### config.mk
export PLATFORM = sky130hd
export DESIGN_NAME = paus_uncor_status
export DESIGN_NICKNAME = d
export VERILOG_FILES = /design/src/paus_pkg.sv /design/src/paus_flag_cell.sv /design/src/paus_rst_merge.sv /design/src/paus_uncor_status.sv
export SDC_FILE = /design/constraint.sdc
export NUM_CORES = 1
export LEC_CHECK = 0
export BUFFER_PORTS_ARGS = -buffer_cell sky130_fd_sc_hd__buf_4
export CAP_MARGIN = 25
export CORE_MARGIN = 2
export CORE_UTILIZATION = 37
export CTS_CLUSTER_DIAMETER = 50
export DETAILED_ROUTE_END_ITERATION = 8
export GPL_ROUTABILITY_DRIVEN = 0
export PLACE_DENSITY = 0.78
export SYNTH_ARGS = -nofsm -noshare
export SYNTH_HDL_FRONTEND = slang
export SYNTH_SLANG_ARGS = --single-unit
### constraint.sdc
create_clock -name sys_clk_i -period 2 [get_ports sys_clk_i]
set_clock_uncertainty 0.1 [all_clocks]
set_input_delay 0.1 -clock sys_clk_i [delete_from_list [all_inputs] [get_ports sys_clk_i]]
set_output_delay 0.1 -clock sys_clk_i [all_outputs]
set_load 0.05 [all_outputs]
### src/paus_pkg.sv
// Purpose: Shared constants and carriers for the uncorrectable error
//          status block of an advanced error reporting capability.
// Assumes: Configuration accesses arrive as dword requests, byte address.
// Notes:   Only the capability header and the status word are held here.
package paus_pkg;

	// ==========================================================
	// Configuration space layout
	localparam int unsigned ADDR_W = 12;
	localparam int unsigned DATA_W = 32;
	localparam logic [11:0] CAPID_OFS = 12'h100;
	localparam logic [11:0] NXTVER_OFS = 12'h102;
	localparam logic [11:0] UNCOR_OFS = 12'h104;

	// ==========================================================
	// Capability header values
	localparam logic [15:0] CAPID_VAL = 16'h0001;
	localparam logic [11:0] NEXT_VC_PTR = 12'h150;
	localparam logic [11:0] NEXT_END_PTR = 12'h000;
	localparam logic [3:0] CAP_VER = 4'h1;
	localparam int unsigned NXT_PTR_LSB = 4;

	// ==========================================================
	// Status bit positions
	localparam int unsigned BIT_UR = 20;
	localparam int unsigned BIT_ECRC = 19;
	localparam int unsigned BIT_MAL = 18;
	localparam int unsigned BIT_OVF = 17;
	localparam int unsigned BIT_UNXP = 16;
	localparam int unsigned BIT_CABT = 15;
	localparam int unsigned BIT_CTO = 14;
	localparam int unsigned BIT_FC = 13;
	localparam int unsigned BIT_PSN = 12;
	localparam int unsigned BIT_DLL = 4;
	localparam logic [31:0] IMPL_MASK = 32'h001FF010;
	localparam logic [31:0] UNCOR_RST = 32'h00000000;

	// ==========================================================
	// Reporting
	localparam int unsigned FEP_W = 5;
	localparam logic [4:0] FEP_RST = 5'h00;
	localparam int unsigned SYNC_STAGES = 2;

	// Error events raised by the link and transaction logic
	typedef struct packed {
		logic unsupported_request_flag;
		logic end_to_end_crc_flag;
		logic malformed_packet_flag;
		logic credit_overrun_flag;
		logic stray_completion_flag;
		logic completer_abort_flag;
		logic completion_wait_expired_flag;
		logic credit_protocol_fault_flag;
		logic poisoned_packet_flag;
		logic link_protocol_flag;
	} paus_err_evt_t;

	// One configuration request, read or write
	typedef struct packed {
		logic rd;
		logic wr;
		logic [11:0] addr;
		logic [3:0] be;
		logic [31:0] wdata;
	} paus_cfg_req_t;

endpackage

### src/paus_flag_cell.sv
// Purpose: One sticky status flag with write-one-to-clear.
// Assumes: Set, clear and reset requests are on sys_clk_i.
// Notes:   A set in a write-one clearing cycle keeps the flag high; clr_all_i clears it anyway.
`timescale 1ns/1ps
module paus_flag_cell (
	// Clock and reset
	input wire logic sys_clk_i,
	input wire logic rst_n_i,
	input wire logic ce_i,
	// Control
	input wire logic clr_all_i,
	input wire logic set_i,
	input wire logic w1c_i,
	// State
	output logic flag_o
);

	logic flag_nxt;

	always_comb begin
		flag_nxt = (flag_o && !w1c_i) || set_i; // RULE5 RULE19
		if (clr_all_i) begin
			flag_nxt = 1'b0; // RULE17
		end
	end

	always_ff @(posedge sys_clk_i or negedge rst_n_i) begin
		if (!rst_n_i) begin
			flag_o <= 1'b0; // RULE17
		end else if (ce_i) begin
			flag_o <= flag_nxt;
		end
	end

endmodule

### src/paus_rst_merge.sv
// Purpose: Merge fundamental and global reset pins into one clear.
// Assumes: Both pins are asynchronous to sys_clk_i.
// Notes:   Power-on reset is rst_n_i itself and acts asynchronously.
`timescale 1ns/1ps
module paus_rst_merge
	import paus_pkg::*;
(
	// Clock and reset
	input wire logic sys_clk_i,
	input wire logic rst_n_i,
	input wire logic ce_i,
	// Reset pins
	input wire logic perst_n_i,
	input wire logic global_reset_input_i,
	// Merged clear
	output logic clr_o
);

	logic [SYNC_STAGES-1:0] perst_n_sync_r;
	logic [SYNC_STAGES-1:0] global_reset_input_sync_r;

	// ==========================================================
	// Pin synchronisers
	always_ff @(posedge sys_clk_i or negedge rst_n_i) begin
		if (!rst_n_i) begin
			perst_n_sync_r <= '0;
			global_reset_input_sync_r <= '0;
		end else if (ce_i) begin
			perst_n_sync_r <= {perst_n_sync_r[0], perst_n_i};
			global_reset_input_sync_r <= {global_reset_input_sync_r[0], global_reset_input_i};
		end
	end

	// Registered so downstream sees one clean level
	always_ff @(posedge sys_clk_i or negedge rst_n_i) begin
		if (!rst_n_i) begin
			clr_o <= 1'b1;
		end else if (ce_i) begin
			clr_o <= !perst_n_sync_r[1] || global_reset_input_sync_r[1]; // RULE17
		end
	end

endmodule

### src/paus_uncor_status.sv
// Purpose: Advanced error reporting header and uncorrectable status word.
// Assumes: Events and config requests come from logic on sys_clk_i.
// Notes:   Reads answer one cycle after the request; ce_i freezes all.
//
// Contract
// [RULE1] Capability identifier reads constant 0001h
// [RULE2] Control bit low: next pointer reads 000h
// [RULE3] Control bit high: next pointer reads 150h
// [RULE4] Version nibble reads 1h; register read-only
// [RULE5] Status bit clears only on written one
// [RULE6] Reserved status bits always read zero
// [RULE7] Unsupported request sets bit 20
// [RULE8] End-to-end CRC error sets bit 19
// [RULE9] Malformed packet sets bit 18
// [RULE10] Credit overrun by partner sets bit 17
// [RULE11] Unmatched completion sets bit 16
// [RULE12] Returned completer abort sets bit 15
// [RULE13] Completion wait expiry sets bit 14
// [RULE14] Flow-control protocol fault sets bit 13
// [RULE15] Poisoned packet received sets bit 12
// [RULE16] Data link protocol error sets bit 4
// [RULE17] Fundamental, global, power-on reset clear flags
// [RULE18] Masked error: no flag, message, log, pointer
// [RULE19] Set wins over simultaneous write-one clear
`timescale 1ns/1ps
module paus_uncor_status
	import paus_pkg::*;
(
	// Clock and reset
	input wire logic sys_clk_i,
	input wire logic rst_n_i,
	input wire logic ce_i,
	// Reset pins
	input wire logic perst_n_i,
	input wire logic global_reset_input_i,
	// Control from other registers
	input wire logic vchan_structure_present_ctl_i,
	input wire logic [31:0] err_mask_i,
	// Error events
	input wire paus_err_evt_t err_evt_i,
	// Configuration access
	input wire paus_cfg_req_t cfg_req_i,
	output logic [31:0] cfg_rdata_o,
	output logic cfg_ack_o,
	// Reporting
	output logic [31:0] uncor_flags_o,
	output logic err_msg_o,
	output logic hdr_log_load_o,
	output logic first_err_vld_o,
	output logic [FEP_W-1:0] first_err_ptr_o
);

	logic clr_all;
	logic [31:0] evt_vec;
	logic [31:0] set_vec;
	logic [31:0] w1c_vec;
	logic [31:0] be_mask;
	logic [31:0] cfg_rdata_nxt;
	logic [15:0] nxt_ver_word;
	logic [9:0] req_dw;
	logic hit_cap;
	logic hit_uncor;
	logic wr_uncor;
	logic any_set;
	logic [FEP_W-1:0] fep_sel;
	logic fep_clr;

	// ==========================================================
	// Reset merge
	paus_rst_merge u_rst_merge (
		.sys_clk_i(sys_clk_i),
		.rst_n_i(rst_n_i),
		.ce_i(ce_i),
		.perst_n_i(perst_n_i),
		.global_reset_input_i(global_reset_input_i),
		.clr_o(clr_all)
	);

	// ==========================================================
	// Event mapping
	always_comb begin
		evt_vec = '0;
		evt_vec[BIT_UR] = err_evt_i.unsupported_request_flag; // RULE7
		evt_vec[BIT_ECRC] = err_evt_i.end_to_end_crc_flag; // RULE8
		evt_vec[BIT_MAL] = err_evt_i.malformed_packet_flag; // RULE9
		evt_vec[BIT_OVF] = err_evt_i.credit_overrun_flag; // RULE10
		evt_vec[BIT_UNXP] = err_evt_i.stray_completion_flag; // RULE11
		evt_vec[BIT_CABT] = err_evt_i.completer_abort_flag; // RULE12
		evt_vec[BIT_CTO] = err_evt_i.completion_wait_expired_flag; // RULE13
		evt_vec[BIT_FC] = err_evt_i.credit_protocol_fault_flag; // RULE14
		evt_vec[BIT_PSN] = err_evt_i.poisoned_packet_flag; // RULE15
		evt_vec[BIT_DLL] = err_evt_i.link_protocol_flag; // RULE16
	end

	// Masked events never reach a flag or any report
	assign set_vec = evt_vec & ~err_mask_i & IMPL_MASK; // RULE18
	assign any_set = |set_vec;

	// ==========================================================
	// Request decode
	assign req_dw = cfg_req_i.addr[11:2];
	assign hit_cap = (req_dw == CAPID_OFS[11:2]);
	assign hit_uncor = (req_dw == UNCOR_OFS[11:2]);
	assign wr_uncor = cfg_req_i.wr && hit_uncor;

	always_comb begin
		be_mask = '0;
		for (int b = 0; b < 4; b++) begin
			be_mask[b*8 +: 8] = {8{cfg_req_i.be[b]}};
		end
	end

	// Writes to the header dword fall on read-only bits and are dropped
	assign w1c_vec = wr_uncor ?
		(cfg_req_i.wdata & be_mask & IMPL_MASK) : '0; // RULE5 RULE1

	// ==========================================================
	// Status flags
	genvar gi;
	generate
		for (gi = 0; gi < 32; gi++) begin : g_flag
			if (IMPL_MASK[gi]) begin : g_impl
				paus_flag_cell u_cell (
					.sys_clk_i(sys_clk_i),
					.rst_n_i(rst_n_i),
					.ce_i(ce_i),
					.clr_all_i(clr_all),
					.set_i(set_vec[gi]),
					.w1c_i(w1c_vec[gi]),
					.flag_o(uncor_flags_o[gi])
				);
			end else begin : g_rsvd
				assign uncor_flags_o[gi] = 1'b0; // RULE6
			end
		end
	endgenerate

	// ==========================================================
	// Read path
	always_comb begin
		nxt_ver_word = {NEXT_END_PTR, CAP_VER}; // RULE2 RULE4
		if (vchan_structure_present_ctl_i) begin
			nxt_ver_word = {NEXT_VC_PTR, CAP_VER}; // RULE3
		end
	end

	always_comb begin
		cfg_rdata_nxt = '0;
		if (hit_cap) begin
			cfg_rdata_nxt = {nxt_ver_word, CAPID_VAL}; // RULE1
		end else if (hit_uncor) begin
			cfg_rdata_nxt = uncor_flags_o & IMPL_MASK; // RULE6
		end
	end

	// Unmapped dwords read as zero and still acknowledge
	always_ff @(posedge sys_clk_i or negedge rst_n_i) begin
		if (!rst_n_i) begin
			cfg_rdata_o <= '0;
		end else if (ce_i) begin
			if (cfg_req_i.rd) begin
				cfg_rdata_o <= cfg_rdata_nxt;
			end
		end
	end

	always_ff @(posedge sys_clk_i or negedge rst_n_i) begin
		if (!rst_n_i) begin
			cfg_ack_o <= 1'b0;
		end else if (ce_i) begin
			cfg_ack_o <= cfg_req_i.rd || cfg_req_i.wr;
		end
	end

	// ==========================================================
	// Error reporting strobes
	always_ff @(posedge sys_clk_i or negedge rst_n_i) begin
		if (!rst_n_i) begin
			err_msg_o <= 1'b0;
		end else if (ce_i) begin
			err_msg_o <= any_set && !clr_all; // RULE18
		end
	end

	// Header log loads only for the error that claims the pointer
	always_ff @(posedge sys_clk_i or negedge rst_n_i) begin
		if (!rst_n_i) begin
			hdr_log_load_o <= 1'b0;
		end else if (ce_i) begin
			hdr_log_load_o <= any_set && (!first_err_vld_o || fep_clr)
				&& !clr_all;
		end
	end

	// ==========================================================
	// First error pointer
	always_comb begin
		fep_sel = FEP_RST;
		for (int i = 0; i < 32; i++) begin
			if (set_vec[i]) begin
				fep_sel = FEP_W'(i);
			end
		end
	end

	// Released when software clears the bit it points at
	assign fep_clr = first_err_vld_o && w1c_vec[first_err_ptr_o];

	always_ff @(posedge sys_clk_i or negedge rst_n_i) begin
		if (!rst_n_i) begin
			first_err_vld_o <= 1'b0;
			first_err_ptr_o <= FEP_RST;
		end else if (ce_i) begin
			if (clr_all) begin
				first_err_vld_o <= 1'b0; // RULE17
				first_err_ptr_o <= FEP_RST;
			end else if (any_set && (!first_err_vld_o || fep_clr)) begin
				first_err_vld_o <= 1'b1; // RULE18
				first_err_ptr_o <= fep_sel;
			end else if (fep_clr) begin
				first_err_vld_o <= 1'b0;
			end
		end
	end
endmodule

==> results.sh <==
export IMPL_dieArea_sq_um=6850
export IMPL_drive_gt1_share_pct=40.0
export IMPL_first_pass_iters=6
export IMPL_ys_seq_area_share_pct=39.3
export IMPL_syn2layout_area_growth_pct=35.2
export IMPL_wl_per_cell_microns=14.6
export IMPL_first_iter_violations=144
export IMPL_grt_pass1_vias=1995
export IMPL_worstPathCellList="buf_4, mux2_2, a211oi_1, a31o_2, o21a_4, o41ai_2"
export IMPL_setup_viol=0
export IMPL_slowest_delay_ns=0.47
export IMPL_ctsHtreeMaxLevel=2
export IMPL_hpwl_microns=4530
export IMPL_regToRegStartpoint="first_err_ptr_o[0]$_DFFE_PN0P_"
export IMPL_setup_worst_path_class="reg -> reg"
export IMPL_cts_sinks=36
export IMPL_syn_cell_area_sq_um=2290
export IMPL_outcome="completed"
export IMPL_ff_latch_area_sq_um=903
export IMPL_critical_path_required_ns=2.10
export IMPL_setup_worst_path_start="first_err_ptr_o[0]$_DFFE_PN0P_"
export IMPL_fill_cells=542
export IMPL_initial_core_util_pct=38.5
export IMPL_cp_slowest_cell="dfrtp_2"
export IMPL_rsz0062_at_grt="false"
export IMPL_hold_path_class="in -> reg"
export IMPL_cts_root_buf="clkbuf_8"
export IMPL_worstHoldStart="cfg_req_i[49]"
export IMPL_cts_max_path_buffers=2
export IMPL_grt_overflow_total=0
export IMPL_path_clk_slew_ns=0.07
export IMPL_p_total_mw=2.46
export IMPL_grt_pass1_wl_microns=9260
export IMPL_ir_drop_uv=403
export IMPL_diodes=0
export IMPL_numCtsBuffers=5
export IMPL_fp_row_count=28
export IMPL_io_buffers=83
export IMPL_crit_family="compound AO/OA/AOI/OAI gates"
export IMPL_fin_cells=410
export IMPL_power_density_nw_per_um2=794
export IMPL_slew_limit_headroom_pct=65.1
export IMPL_antenna_found_initial=0
export IMPL_ys_types=42
export IMPL_die_y_microns=82.8
export IMPL_cts_tree="done"
export IMPL_tightest_slew_ns=0.523
export IMPL_clk_latency_ns=0.30
export IMPL_critPathCaptureType="flip-flop"
export IMPL_die_width_microns=82.8
export IMPL_nets=432
export IMPL_num_vias=2049
export IMPL_core_sq_um=5960
export IMPL_numPlacedInstances=394
export IMPL_yosysWarnings=0
export IMPL_fmax_ghz=0.519
export IMPL_ant_nets=0
export IMPL_worstPathMaxFanout=7
export IMPL_syn_avg_cell_area_sq_um=9.48
export IMPL_synth_seq_cells=36
export IMPL_grt_max_degree=37
export IMPL_vias_per_cell=5.00
export IMPL_max_cap_violations=0
export IMPL_totalWireLength_microns=5970
export IMPL_crit_path_start_kind="flip-flop"
export IMPL_worstPathArrival_ns=2.03
export IMPL_p_leak_nw=1.48
export IMPL_ios=171
export IMPL_fin_crit_sh_pct=96.4
export IMPL_critPathBufInv=1
export IMPL_multi_input_area_sq_um=1150
export IMPL_min_period_ns=1.93
export IMPL_remaining_drc_errors=0
export IMPL_hold_viol=0
export IMPL_grt_usage_pct=18.1
export IMPL_synth_cells=242
export IMPL_slew_viol_final=0
-- area by class of cell --
cell class	count	area share, %
multi-input cells	175	36.9
flip-flops and latches	36	29.1
repair buffers	106	26.1
well taps	75	3.02
clock buffers	5	2.22
clock inverters	3	1.37
inverters	10	1.21
-- synth_stat cells (all sizes together) --
library cell | instances | area share [%]
a211oi | 2 | 0.65
a21o | 1 | 0.33
a21oi | 6 | 1.3
a22o | 9 | 3.4
a22oi | 10 | 3.3
a2bb2oi | 1 | 0.38
a31o | 1 | 0.38
a31oi | 1 | 0.27
buf | 52 | 17
clkbuf | 8 | 1.3
conb | 1 | 0.16
dfrtp | 35 | 38
dfstp | 1 | 1.1
inv | 10 | 1.6
mux2 | 5 | 2.5
mux2i | 2 | 0.87
nand2 | 21 | 3.4
nand3 | 5 | 1.1
nand4 | 1 | 0.27
nor2 | 9 | 1.5
nor2b | 12 | 3.3
nor3 | 7 | 1.5
nor4 | 3 | 2.1
nor4b | 1 | 0.38
o2111ai | 1 | 0.38
o211a | 1 | 0.76
o211ai | 2 | 0.65
o21a | 1 | 0.65
o21ai | 5 | 1.1
o22ai | 3 | 0.82
o2bb2ai | 9 | 3.4
o311ai | 3 | 1.1
o31ai | 3 | 0.98
o41ai | 3 | 1.1
or2 | 1 | 0.27
or2b | 1 | 0.38
or3 | 2 | 0.65
or4 | 2 | 0.82
or4b | 1 | 0.44
-- cells in the final DEF (no fill, tap or decap), types with 7 or more instances in the layout --
cell type	instances
nor3_1	7
inv_1	10
buf_4	100
o2bb2ai_1	9
nor2_1	9
nor2b_1	11
conb_1	40
a22oi_1	10
dfrtp_1	34
a22o_1	9
nand2_1	21
-- power breakdown --
part | switching, mW | leakage, nW | internal [mW]
sequential | 0.0996 | 0.477 | 0.802
clock | 0.277 | 0.0541 | 0.369
combinational | 0.612 | 0.952 | 0.305
total | 0.989 | 1.48 | 1.48
-- final timing paths --
path,end,slack (ns),cells after the start
min in group asynchronous,cfg_rdata_o[12]$_DFFE_PN0P_,0.21,2
max in group asynchronous,u_rst_merge.clr_o$_DFFE_PN1P_,1.24,2
hold reg to reg,u_rst_merge.clr_o$_DFFE_PN1P_,0.33,1
setup reg to reg,first_err_ptr_o[3]$_DFFE_PN0P_,0.07,6
setup / recovery,first_err_ptr_o[3]$_DFFE_PN0P_,0.07,6
hold / removal,cfg_ack_o$_DFFE_PN0P_,0.01,3
-- worst register-to-register path: stages, from the launching register on --
cell	delay (ns)
dfrtp_2	0.47
buf_4	0.17
mux2_2	0.21
a211oi_1	0.06
a31o_2	0.28
o21a_4	0.26
o41ai_2	0.28
-- state kept, by name (all words and copies together), names as in the netlist --
| register | count |
|---|---|
| cfg_rdata_o | 12 |
| g_flag.g_impl.u_cell.flag_o | 10 |
| first_err_ptr_o | 5 |
| u_rst_merge.global_reset_input_sync_r | 2 |
| cfg_ack_o | 1 |
| err_msg_o | 1 |
| hdr_log_load_o | 1 |
| u_rst_merge.clr_o | 1 |
| first_err_vld_o | 1 |
| u_rst_merge.perst_n_sync_r | 2 |
-- per-stage QoR --
stage          util (%)  cell area (sq um)  hold slack [ns]  TNS (ns)  setup slack, ns
2_1_floorplan         -               2480           -0.296    -0.184          -0.0674
3_3_place_gp       48.5               2890          -0.0170    -0.991           -0.201
3_5_place_dp       48.5               2890          -0.0104     -1.36           -0.266
4_1_cts            51.3               3060           0.0155         0           0.0398
5_1_grt            52.1               3100           0.0265         0         0.000182
6_report           52.1               3100           0.0133         0           0.0717
-- layer usage --
metal,vias to the layer above,routed length [microns],GRT usage [%]
li1,964,-,-
met1,969,2250,20.7
met2,102,3030,30.9
met3,14,576,5.98
met4,0,113,7.21
met5,-,0,0
-- cells by family after synthesis --
family                 count (synthesis)  share of synthesized area, %
AOI/OAI and AO/OA                     62                          21.1
and+or+nand+nor                       66                          16.1
DFF                                   36                          39.3
other                                  1                         0.163
buffers and inverters                 70                          20.0
muxes                                  7                          3.33
-- what timing repair did --
action | CTS | global route
hold endpoints to repair | 39 | 0
hold buffers | 6 | 0
setup endpoints to repair | 0 | 5
gates resized for setup | 0 | 7
buffers inserted | 0 | 2
Power figures use the tool's default switching activity.
